**config.mk**
```make
export PLATFORM = sky130hd
export DESIGN_NAME = ceac_eeprom_ctrl
export DESIGN_NICKNAME = d
export VERILOG_FILES = /design/src/ceac_pkg.sv /design/src/ceac_eeprom_ctrl.sv
export SDC_FILE = /design/constraint.sdc
export NUM_CORES = 1
export LEC_CHECK = 0
export CORE_MARGIN = 2
export CORE_UTILIZATION = 59
export DETAILED_ROUTE_END_ITERATION = 7
export DONT_BUFFER_PORTS = 1
export PLACE_DENSITY = 0.76
export SETUP_SLACK_MARGIN = 0.3
export SYNTH_ARGS = -nofsm -noshare
export SYNTH_HDL_FRONTEND = slang
export SYNTH_SLANG_ARGS = --single-unit
```
**constraint.sdc**
```tcl
create_clock -name clock -period 3.2 [get_ports clock]
set_input_delay 0.64 -clock clock [delete_from_list [all_inputs] [get_ports clock]]
set_output_delay 0.64 -clock clock [all_outputs]
set_load 0.01 [all_outputs]
```
**src/ceac_pkg.sv**
```systemverilog
// Constants for the configuration EEPROM access control block.
// Assumes byte-wide register accesses at the addresses given here.
package ceac_pkg;

  // ----------------------------------------------------------------------
  // Register byte addresses
  // ----------------------------------------------------------------------
  localparam logic [11:0] CEAC_OFF_CFG = 12'h500;
  localparam logic [11:0] CEAC_OFF_ACC = 12'h501;
  localparam logic [11:0] CEAC_OFF_CSR = 12'h502;
  localparam logic [11:0] CEAC_OFF_CMD = 12'h503;
  localparam logic [11:0] CEAC_OFF_ADDR = 12'h504;
  localparam logic [11:0] CEAC_OFF_DATA = 12'h508;
  localparam logic [7:0] CEAC_PAGE = 8'h50;

  // ----------------------------------------------------------------------
  // Field positions within the command/status word
  // ----------------------------------------------------------------------
  localparam int CEAC_B_BUSY = 15;
  localparam int CEAC_B_ERR_WE = 14;
  localparam int CEAC_B_ERR_ACK = 13;
  localparam int CEAC_B_LOAD = 12;
  localparam int CEAC_B_CSUM = 11;
  localparam int CEAC_B_CMD = 8;
  localparam int CEAC_B_ALGO = 7;
  localparam int CEAC_B_BYTES8 = 6;
  localparam int CEAC_B_EMUL = 5;
  localparam int CEAC_B_WEN = 0;
  localparam logic CEAC_BYTES8_VAL = 1'b1;

  // ----------------------------------------------------------------------
  // Command codes and address masks
  // ----------------------------------------------------------------------
  localparam logic [2:0] CEAC_CMD_IDLE = 3'h0;
  localparam logic [2:0] CEAC_CMD_READ = 3'h1;
  localparam logic [2:0] CEAC_CMD_WRITE = 3'h2;
  localparam logic [2:0] CEAC_CMD_RELOAD = 3'h4;
  localparam logic [31:0] CEAC_MASK_SMALL = 32'h0000_03ff;
  localparam logic [31:0] CEAC_MASK_LARGE = 32'h0003_ffff;
  localparam logic [31:0] CEAC_ADDR_RST = 32'h0000_0000;
  localparam logic [63:0] CEAC_DATA_RST = 64'h0;
  localparam logic [1:0] CEAC_STRAP_WAIT = 2'h2;

  typedef enum logic [1:0] {CEAC_ST_IDLE, CEAC_ST_ENGINE, CEAC_ST_EMUL} ceac_state_t;

endpackage : ceac_pkg

```
**src/ceac_eeprom_ctrl.sv**
```systemverilog
// Command/status, address and data registers of the configuration EEPROM port.
// Assumes a serial bit engine on the same clock and byte-wide register accesses.
//
// Operation
// - Status bit 15 shows busy while a command runs.
// - Bit 14 sets on a write command without write enable.
// - Bit 13 sets on missing acknowledge or an invalid command code.
// - Bit 12 is one while configuration load runs or failed.
// - Bit 11 flags a configuration checksum mismatch.
// - Codes: 000 idle, 001 read, 010 write, 100 reload; others invalid.
// - Writing the command field starts it; reading returns running command.
// - Bit 7 selects one or two address bytes; default from size strap.
// - Bit 6 reports eight bytes per read, always one.
// - Bit 5 shows emulation mode; default from the two emulation straps.
// - Write-enable bit 0 permits writes; cleared at next frame start.
// - Idle code or any valid command clears the error bits.
// - Command field returns to zero when busy drops.
// - New command codes are ignored while bit 13 is pending.
// - Host acknowledge clears the EEPROM event flag.
// - Network side owns the port only when both ownership bits are zero.
// - Address counts words; 10, 18 or 32 bits used by mode.
// - Address and data writes only from the owner; address never while busy, data also while busy in emulation.
// - Data bits 63:16 are read only; 15:0 hold read or write word.
// - Multi-byte registers are little-endian.
// - Host access bit writable only with control bit set and force clear.
`timescale 1ns/1ns
module ceac_eeprom_ctrl (
  input wire logic clock,                // Core clock, 250 MHz.
  input wire logic rst_n,                // Synchronous reset, active low.
  input wire logic reg_wr,               // Byte write strobe.
  input wire logic reg_from_host,        // Access comes from the local host port.
  input wire logic [11:0] reg_addr,      // Byte address.
  input wire logic [7:0] reg_wdata,      // Write byte.
  output logic [7:0] reg_rdata,          // Read byte, one cycle after address.
  input wire logic frame_start,          // Start of a received frame.
  input wire logic load_pending,         // Configuration not loaded or failed.
  input wire logic size_strap,           // Large EEPROM strap pin.
  input wire logic emul_strap_lo,        // Emulation strap pin, low.
  input wire logic emul_strap_hi,        // Emulation strap pin, high.
  input wire logic eng_done,             // Bit engine finished, one pulse.
  input wire logic eng_nack,             // Bit engine saw no acknowledge.
  input wire logic eng_csum_err,         // Reload checksum mismatch.
  input wire logic [63:0] eng_rdata,     // Bit engine read data.
  output logic eng_start,                // Start bit engine, one pulse.
  output logic [2:0] eng_cmd,            // Command for the bit engine.
  output logic [31:0] eng_addr,          // Word address for the bit engine.
  output logic [15:0] eng_wdata,         // Word to be written.
  output logic ee_event                  // EEPROM event flag for the host.
);

  // ----------------------------------------------------------------------
  // Declarations
  // ----------------------------------------------------------------------
  ceac_pkg::ceac_state_t state_q;
  logic [2:0] cmd_q;
  logic err_we_q, err_ack_q, csum_q, load_q, wen_q;
  logic cfg_ctrl_q, cfg_force_q, acc_taken_q;
  logic algo_q, emul_q;
  logic [1:0] size_s_q, lo_s_q, hi_s_q;
  logic [1:0] strap_cnt_q;
  logic [31:0] addr_q;
  logic [63:0] data_q;
  logic [7:0] rdata_q;
  logic start_q, event_q;
  logic [2:0] eng_cmd_q;
  logic [31:0] eng_addr_q;
  logic [15:0] eng_wdata_q;
  logic busy, host_owns, owner_wr, cmd_wr, wen_ok, issue, start_ok, emul_ack;
  logic [2:0] code;
  logic [127:0] image;

  // Positions of the error flags within the high status byte that a host writes.
  localparam int CEAC_ERR_BYTE = ceac_pkg::CEAC_B_ERR_ACK - 8;
  localparam int CEAC_CSUM_BYTE = ceac_pkg::CEAC_B_CSUM - 8;

  // Valid command codes; everything else except idle is reserved.
  function automatic logic ceac_valid(input logic [2:0] c);
    return c == ceac_pkg::CEAC_CMD_READ || c == ceac_pkg::CEAC_CMD_WRITE ||
           c == ceac_pkg::CEAC_CMD_RELOAD;
  endfunction : ceac_valid

  // Byte write hit at a given address.
  function automatic logic ceac_hit(input logic [11:0] a, input logic [11:0] off);
    return a == off;
  endfunction : ceac_hit

  // ----------------------------------------------------------------------
  // Decode
  // ----------------------------------------------------------------------
  // Either host bit hands the port to the local host.
  assign host_owns = cfg_ctrl_q | acc_taken_q;
  assign owner_wr = reg_wr && (reg_from_host == host_owns);
  assign busy = state_q != ceac_pkg::CEAC_ST_IDLE;
  assign code = reg_wdata[2:0];
  assign cmd_wr = owner_wr && ceac_hit(reg_addr, ceac_pkg::CEAC_OFF_CMD) && !busy;
  // The local host that owns the port is trusted to write; enable is for the network.
  assign wen_ok = wen_q | host_owns;
  // A pending acknowledge error blocks every code except idle.
  assign issue = cmd_wr && !(err_ack_q && code != ceac_pkg::CEAC_CMD_IDLE);
  assign start_ok = issue && ceac_valid(code) &&
                    !(code == ceac_pkg::CEAC_CMD_WRITE && !wen_ok);
  assign emul_ack = reg_wr && reg_from_host && state_q == ceac_pkg::CEAC_ST_EMUL &&
                    ceac_hit(reg_addr, ceac_pkg::CEAC_OFF_CMD) &&
                    |(code & cmd_q);

  // ----------------------------------------------------------------------
  // Strap capture
  // ----------------------------------------------------------------------
  // Straps are pins: two flops, then loaded on the first two cycles after release and held.
  always_ff @(posedge clock)
  begin
    size_s_q <= {size_s_q[0], size_strap};
    lo_s_q <= {lo_s_q[0], emul_strap_lo};
    hi_s_q <= {hi_s_q[0], emul_strap_hi};
  end

  always_ff @(posedge clock)
  begin
    if (!rst_n)
    begin
      strap_cnt_q <= 2'h0;
      algo_q <= 1'b0;
      emul_q <= 1'b0;
    end
    else if (strap_cnt_q != ceac_pkg::CEAC_STRAP_WAIT)
    begin
      strap_cnt_q <= strap_cnt_q + 2'h1;
      algo_q <= size_s_q[1];
      emul_q <= lo_s_q[1] | hi_s_q[1];
    end
  end

  // ----------------------------------------------------------------------
  // Ownership bits
  // ----------------------------------------------------------------------
  // Force holds the host access bit clear, so the network can reclaim the port.
  always_ff @(posedge clock)
  begin
    if (!rst_n)
    begin
      cfg_ctrl_q <= 1'b0;
      cfg_force_q <= 1'b0;
      acc_taken_q <= 1'b0;
    end
    else
    begin
      if (reg_wr && !reg_from_host && ceac_hit(reg_addr, ceac_pkg::CEAC_OFF_CFG))
      begin
        cfg_ctrl_q <= reg_wdata[0];
        cfg_force_q <= reg_wdata[1];
      end
      if (cfg_force_q)
        acc_taken_q <= 1'b0;
      else if (reg_wr && reg_from_host && cfg_ctrl_q &&
               ceac_hit(reg_addr, ceac_pkg::CEAC_OFF_ACC))
        acc_taken_q <= reg_wdata[0];
    end
  end

  // ----------------------------------------------------------------------
  // Command sequencer
  // ----------------------------------------------------------------------
  always_ff @(posedge clock)
  begin
    if (!rst_n)
    begin
      state_q <= ceac_pkg::CEAC_ST_IDLE;
      cmd_q <= ceac_pkg::CEAC_CMD_IDLE;
      start_q <= 1'b0;
    end
    else
    begin
      start_q <= 1'b0;
      case (state_q)
        ceac_pkg::CEAC_ST_IDLE:
          if (start_ok)
          begin
            cmd_q <= code;
            start_q <= !emul_q;
            state_q <= emul_q ? ceac_pkg::CEAC_ST_EMUL : ceac_pkg::CEAC_ST_ENGINE;
          end
        ceac_pkg::CEAC_ST_ENGINE:
          if (eng_done)
          begin
            cmd_q <= ceac_pkg::CEAC_CMD_IDLE;
            state_q <= ceac_pkg::CEAC_ST_IDLE;
          end
        ceac_pkg::CEAC_ST_EMUL:
          if (emul_ack)
          begin
            cmd_q <= ceac_pkg::CEAC_CMD_IDLE;
            state_q <= ceac_pkg::CEAC_ST_IDLE;
          end
        default:
          state_q <= ceac_pkg::CEAC_ST_IDLE;
      endcase
    end
  end

  // ----------------------------------------------------------------------
  // Error and status flags
  // ----------------------------------------------------------------------
  // Clears are written first so that a set in the same cycle wins.
  always_ff @(posedge clock)
  begin
    if (!rst_n)
    begin
      err_we_q <= 1'b0;
      err_ack_q <= 1'b0;
    end
    else
    begin
      if (issue && (code == ceac_pkg::CEAC_CMD_IDLE || ceac_valid(code)))
      begin
        err_we_q <= 1'b0;
        err_ack_q <= 1'b0;
      end
      if (issue && code == ceac_pkg::CEAC_CMD_WRITE && !wen_ok)
        err_we_q <= 1'b1;
      if ((issue && code != ceac_pkg::CEAC_CMD_IDLE && !ceac_valid(code)) ||
          (state_q == ceac_pkg::CEAC_ST_ENGINE && eng_done && eng_nack))
        err_ack_q <= 1'b1;
      if (emul_ack && reg_wdata[CEAC_ERR_BYTE])
        err_ack_q <= 1'b1;
    end
  end

  // Checksum flag follows each reload; the emulating host may set it.
  always_ff @(posedge clock)
  begin
    if (!rst_n)
    begin
      csum_q <= 1'b0;
      load_q <= 1'b0;
    end
    else
    begin
      load_q <= load_pending;
      if (state_q == ceac_pkg::CEAC_ST_ENGINE && eng_done &&
          cmd_q == ceac_pkg::CEAC_CMD_RELOAD)
        csum_q <= eng_csum_err;
      if (emul_ack && reg_wdata[CEAC_CSUM_BYTE])
        csum_q <= 1'b1;
    end
  end

  // A frame start drops write enable unless the network rewrites it that cycle.
  always_ff @(posedge clock)
  begin
    if (!rst_n)
      wen_q <= 1'b0;
    else if (reg_wr && !reg_from_host && ceac_hit(reg_addr, ceac_pkg::CEAC_OFF_CSR))
      wen_q <= reg_wdata[ceac_pkg::CEAC_B_WEN];
    else if (frame_start)
      wen_q <= 1'b0;
  end

  // Event to the local host on each emulated command, dropped by its acknowledge.
  always_ff @(posedge clock)
  begin
    if (!rst_n)
      event_q <= 1'b0;
    else if (start_ok && emul_q)
      event_q <= 1'b1;
    else if (emul_ack)
      event_q <= 1'b0;
  end

  // ----------------------------------------------------------------------
  // Address and data registers
  // ----------------------------------------------------------------------
  // Bytes are little-endian; only the owner writes, and the address never while busy.
  // The emulating host may fill data while busy, since that is how it answers reads.
  always_ff @(posedge clock)
  begin
    if (!rst_n)
    begin
      addr_q <= ceac_pkg::CEAC_ADDR_RST;
      data_q <= ceac_pkg::CEAC_DATA_RST;
    end
    else
    begin
      for (int i = 0; i < 4; i++)
        if (owner_wr && !busy &&
            ceac_hit(reg_addr, ceac_pkg::CEAC_OFF_ADDR + 12'(i)))
          addr_q[8*i +: 8] <= reg_wdata;
      for (int i = 0; i < 2; i++)
        if (owner_wr && (!busy || state_q == ceac_pkg::CEAC_ST_EMUL) &&
            ceac_hit(reg_addr, ceac_pkg::CEAC_OFF_DATA + 12'(i)))
          data_q[8*i +: 8] <= reg_wdata;
      if (state_q == ceac_pkg::CEAC_ST_ENGINE && eng_done && !eng_nack &&
          cmd_q == ceac_pkg::CEAC_CMD_READ)
        data_q <= eng_rdata;
    end
  end

  // Engine request captured at issue; address trimmed to the bits the mode uses.
  always_ff @(posedge clock)
  begin
    if (!rst_n)
    begin
      eng_cmd_q <= ceac_pkg::CEAC_CMD_IDLE;
      eng_addr_q <= ceac_pkg::CEAC_ADDR_RST;
      eng_wdata_q <= 16'h0000;
    end
    else if (start_ok)
    begin
      eng_cmd_q <= code;
      eng_addr_q <= emul_q ? addr_q : addr_q & (algo_q ? ceac_pkg::CEAC_MASK_LARGE :
                                                 ceac_pkg::CEAC_MASK_SMALL);
      eng_wdata_q <= data_q[15:0];
    end
  end

  // ----------------------------------------------------------------------
  // Read path
  // ----------------------------------------------------------------------
  // All sixteen bytes as one little-endian image, lowest address in the low byte.
  assign image = {data_q, addr_q,
                  busy, err_we_q, err_ack_q, load_q, csum_q, cmd_q,
                  algo_q, ceac_pkg::CEAC_BYTES8_VAL, emul_q, 4'h0, wen_q,
                  7'h00, acc_taken_q, 6'h00, cfg_force_q, cfg_ctrl_q};

  always_ff @(posedge clock)
  begin
    if (!rst_n)
      rdata_q <= 8'h00;
    else if (reg_addr[11:4] == ceac_pkg::CEAC_PAGE)
      rdata_q <= image[8*reg_addr[3:0] +: 8];
    else
      rdata_q <= 8'h00;
  end

  assign reg_rdata = rdata_q;
  assign eng_start = start_q;
  assign eng_cmd = eng_cmd_q;
  assign eng_addr = eng_addr_q;
  assign eng_wdata = eng_wdata_q;
  assign ee_event = event_q;
endmodule : ceac_eeprom_ctrl

```
==> flow_summary.toml <==
[timing]
layout_setup_ws_ps = 657.8
clock_skew_ps = 9.396
drv_slew = 0
timing.hold.ws_ps = 235.9
hold_viol_final = 0
clock.fmax_mhz = 393.4
grt_setup_unrepaired = "false"
tightest_slew_ps = 758.1
min_period_ps = 2542
post-route-period-util_pct = 79.44
max_slew_margin_pct = 49.08
finalSetupTns_ps = 0
setup_viol = 0

[cells_and_area]
fin_util_pct = 65.45
multi_input_area_mm2 = 0.003740
stdcell_count = 991
n_fill_cell = 1043
ff_latch_area_mm2 = 0.003603
area_growth_pct = 8.337
fin_nets = 907
drive_gt1_share_pct = 10.74
stdcell_area_mm2 = 0.008259
antenna_cells = 0

[setup_path]
crit_arrival_ps = 2900
startpoint_type = "register"
crit_chain = "inv_1, ha_1, nand4_1, or4_2, a211oi_4, mux2i_1"
regToRegSetupSlack_ps = 660
cp-end-kind = "register"
required_ps = 3560
crit_path_top_delay_cell = "or4_2"
max_stage_delay_ps = 800
path_max_fanout = 7
critPathKind = "reg -> reg"

[pwr]
leakage_nw = 2.640
total_power_mw = 4.412
powerDensity_mw_per_mm2 = 534.2
peakVddDrop_v = 0.0003249

[placed_design]
place_congestion = 0.9602
place_ws_ps = 484.2
portBuffers = 0
postPlaceCellArea_mm2 = 0.007705
dp_hpwl_um = 13900
placed_cells = 959

[clocking]
cts_tree = "built"
cts_setup_buffers = 0
cts_sinks = 180
ctsLongestPathBuffers = 2
cts_resized = 0
cts.htree.levels = 4
cts_buffers = 17
cts_hold_buf = 0
clkTransAtPathRegs_ps = 70
clkLatencyLatePin_ps = 430
clockRootBuffer = "clkbuf_16"

[logic_synthesis]
netlist_area_mm2 = 0.007624
ys_ff_latch = 180
yosys.cell_count.top_type = "nand2_1"
ys_async_sr_fraction_pct = 0
syn-num-nets = 937
synth_area_leaders = "dfxtp_1 (47%), nand2_1 (9.7%), mux2i_1 (8.3%), mux4_2 (7.7%), a21oi_1 (7.0%)"
synth_edf_count = 0
yosysTopAreaCell = "dfxtp_1"
synth.distinct_cells = 50
synthesis.instances = 836
ys_warn_count = 0
ys_top_cells_by_count = "nand2_1 (196), dfxtp_1 (180), a21oi_1 (107)"
syn_avg_cell_area_um2 = 9.119
synth-seq-area-share_pct = 47.27
ys.flop_type = "dfxtp_1"
synth.top_cell.area_share_pct = 47.27

[worst_hold_path]
worstHoldPathType = "in -> reg"

[die]
io_pins = 157
initial_core_util_pct = 60.41
die_w_um = 117.7
rows = 41
coreArea_mm2 = 0.01262
die_height_um = 117.7
fp.dieArea_mm2 = 0.01385

[route]
firstDrtPassIters = 7
wl_per_cell_um = 19.80
drc = 0
ant_nets = 0
drt_iter0_drc = 593
via_per_inst = 6.074
drt-total-wl_um = 19620
via_count = 6019

[global_routing]
antenna_found_initial = 0
grt_util_all_layers_pct = 28.83
grt_max_degree = 81
grt_first_pass_wirelength_um = 31190
grt_pass1_vias = 5723
grt-ovfl-total = 0

[flow_run]
drv_cap = 0

[status]
status = "finished, final reports clean"
## flip-flops by register name, summed over array words and instances, names as in the netlist, 3 cells and up
| signal | count |
|---|---|
| eng_wdata | 16 |
| data_q | 64 |
| addr_q | 32 |
| eng_addr | 32 |
| cmd_q | 3 |
| eng_cmd | 3 |
| reg_rdata | 8 |
## placed cells by master (no fill, tap or decap), types with 13 or more instances in the layout
cell type and count:
nand2_1 196, dfxtp_1 180, a21oi_1 107, nor2_1 70
mux2i_1 63, a211oi_1 27, mux4_2 26, nand3_1 24
clkbuf_16 17, buf_4 13
## cell type report
cell class | instances | area share, %
clock buffers | 20 | 5.408
clock inverters | 12 | 1.303
inverters | 7 | 0.3484
multi-input cells | 586 | 45.28
flip-flops and latches | 180 | 43.63
well taps | 172 | 2.606
repair buffers | 14 | 1.424
## routing by layer
metal / track usage (%) / up-vias / routed length, um
met3: 9.109 / 31 / 1880
met2: 42.44 / 271 / 8716
met5: 0 / - / 0
met4: 11.07 / 0 / 410
met1: 39.69 / 2872 / 8613
li1: - / 2845 / -
## final timing paths
check,from,endpoint,depth (start not counted)
worst max-delay path,state_q[0]$_SDFFE_PN0P_,cmd_q[1]$_SDFFE_PN0P_,6
worst min-delay path,size_strap,size_s_q[0]$_DFF_P_,0
worst max register to register,state_q[0]$_SDFFE_PN0P_,cmd_q[1]$_SDFFE_PN0P_,6
worst min register to register,lo_s_q[0]$_DFF_P_,lo_s_q[1]$_DFF_P_,0
## kinds of logic (layout without fill, tap and decap cells)
logic type | count (synthesis) | count (layout) | synth area share, %
buffers and inverters | 70 | 53 | 3.758
adders and majority gates | 5 | 5 | 0.8206
DFF | 180 | 180 | 47.27
xor gates and xnor gates | 2 | 2 | 0.2298
and+or+nand+nor | 334 | 334 | 19.68
muxes | 91 | 91 | 16.25
AOI/OAI and AO/OA | 154 | 154 | 12.00
## power breakdown
| group | total (mW) | internal (mW) | switching, mW |
|---|---|---|---|
| Combinational | 0.175 | 0.0648 | 0.110 |
| Clock | 1.96 | 1.09 | 0.872 |
| Sequential | 2.28 | 2.26 | 0.0140 |
## critical path: cells and delay by family (launching register included)
family	cells	cell delay, ps
AOI/OAI and AO/OA	1	370
buffers and inverters	1	100
muxes	1	220
and+or+nand+nor	2	1040
adders and majority gates	1	370
DFF	1	360
No activity file was read; power rests on OpenSTA's default activity.
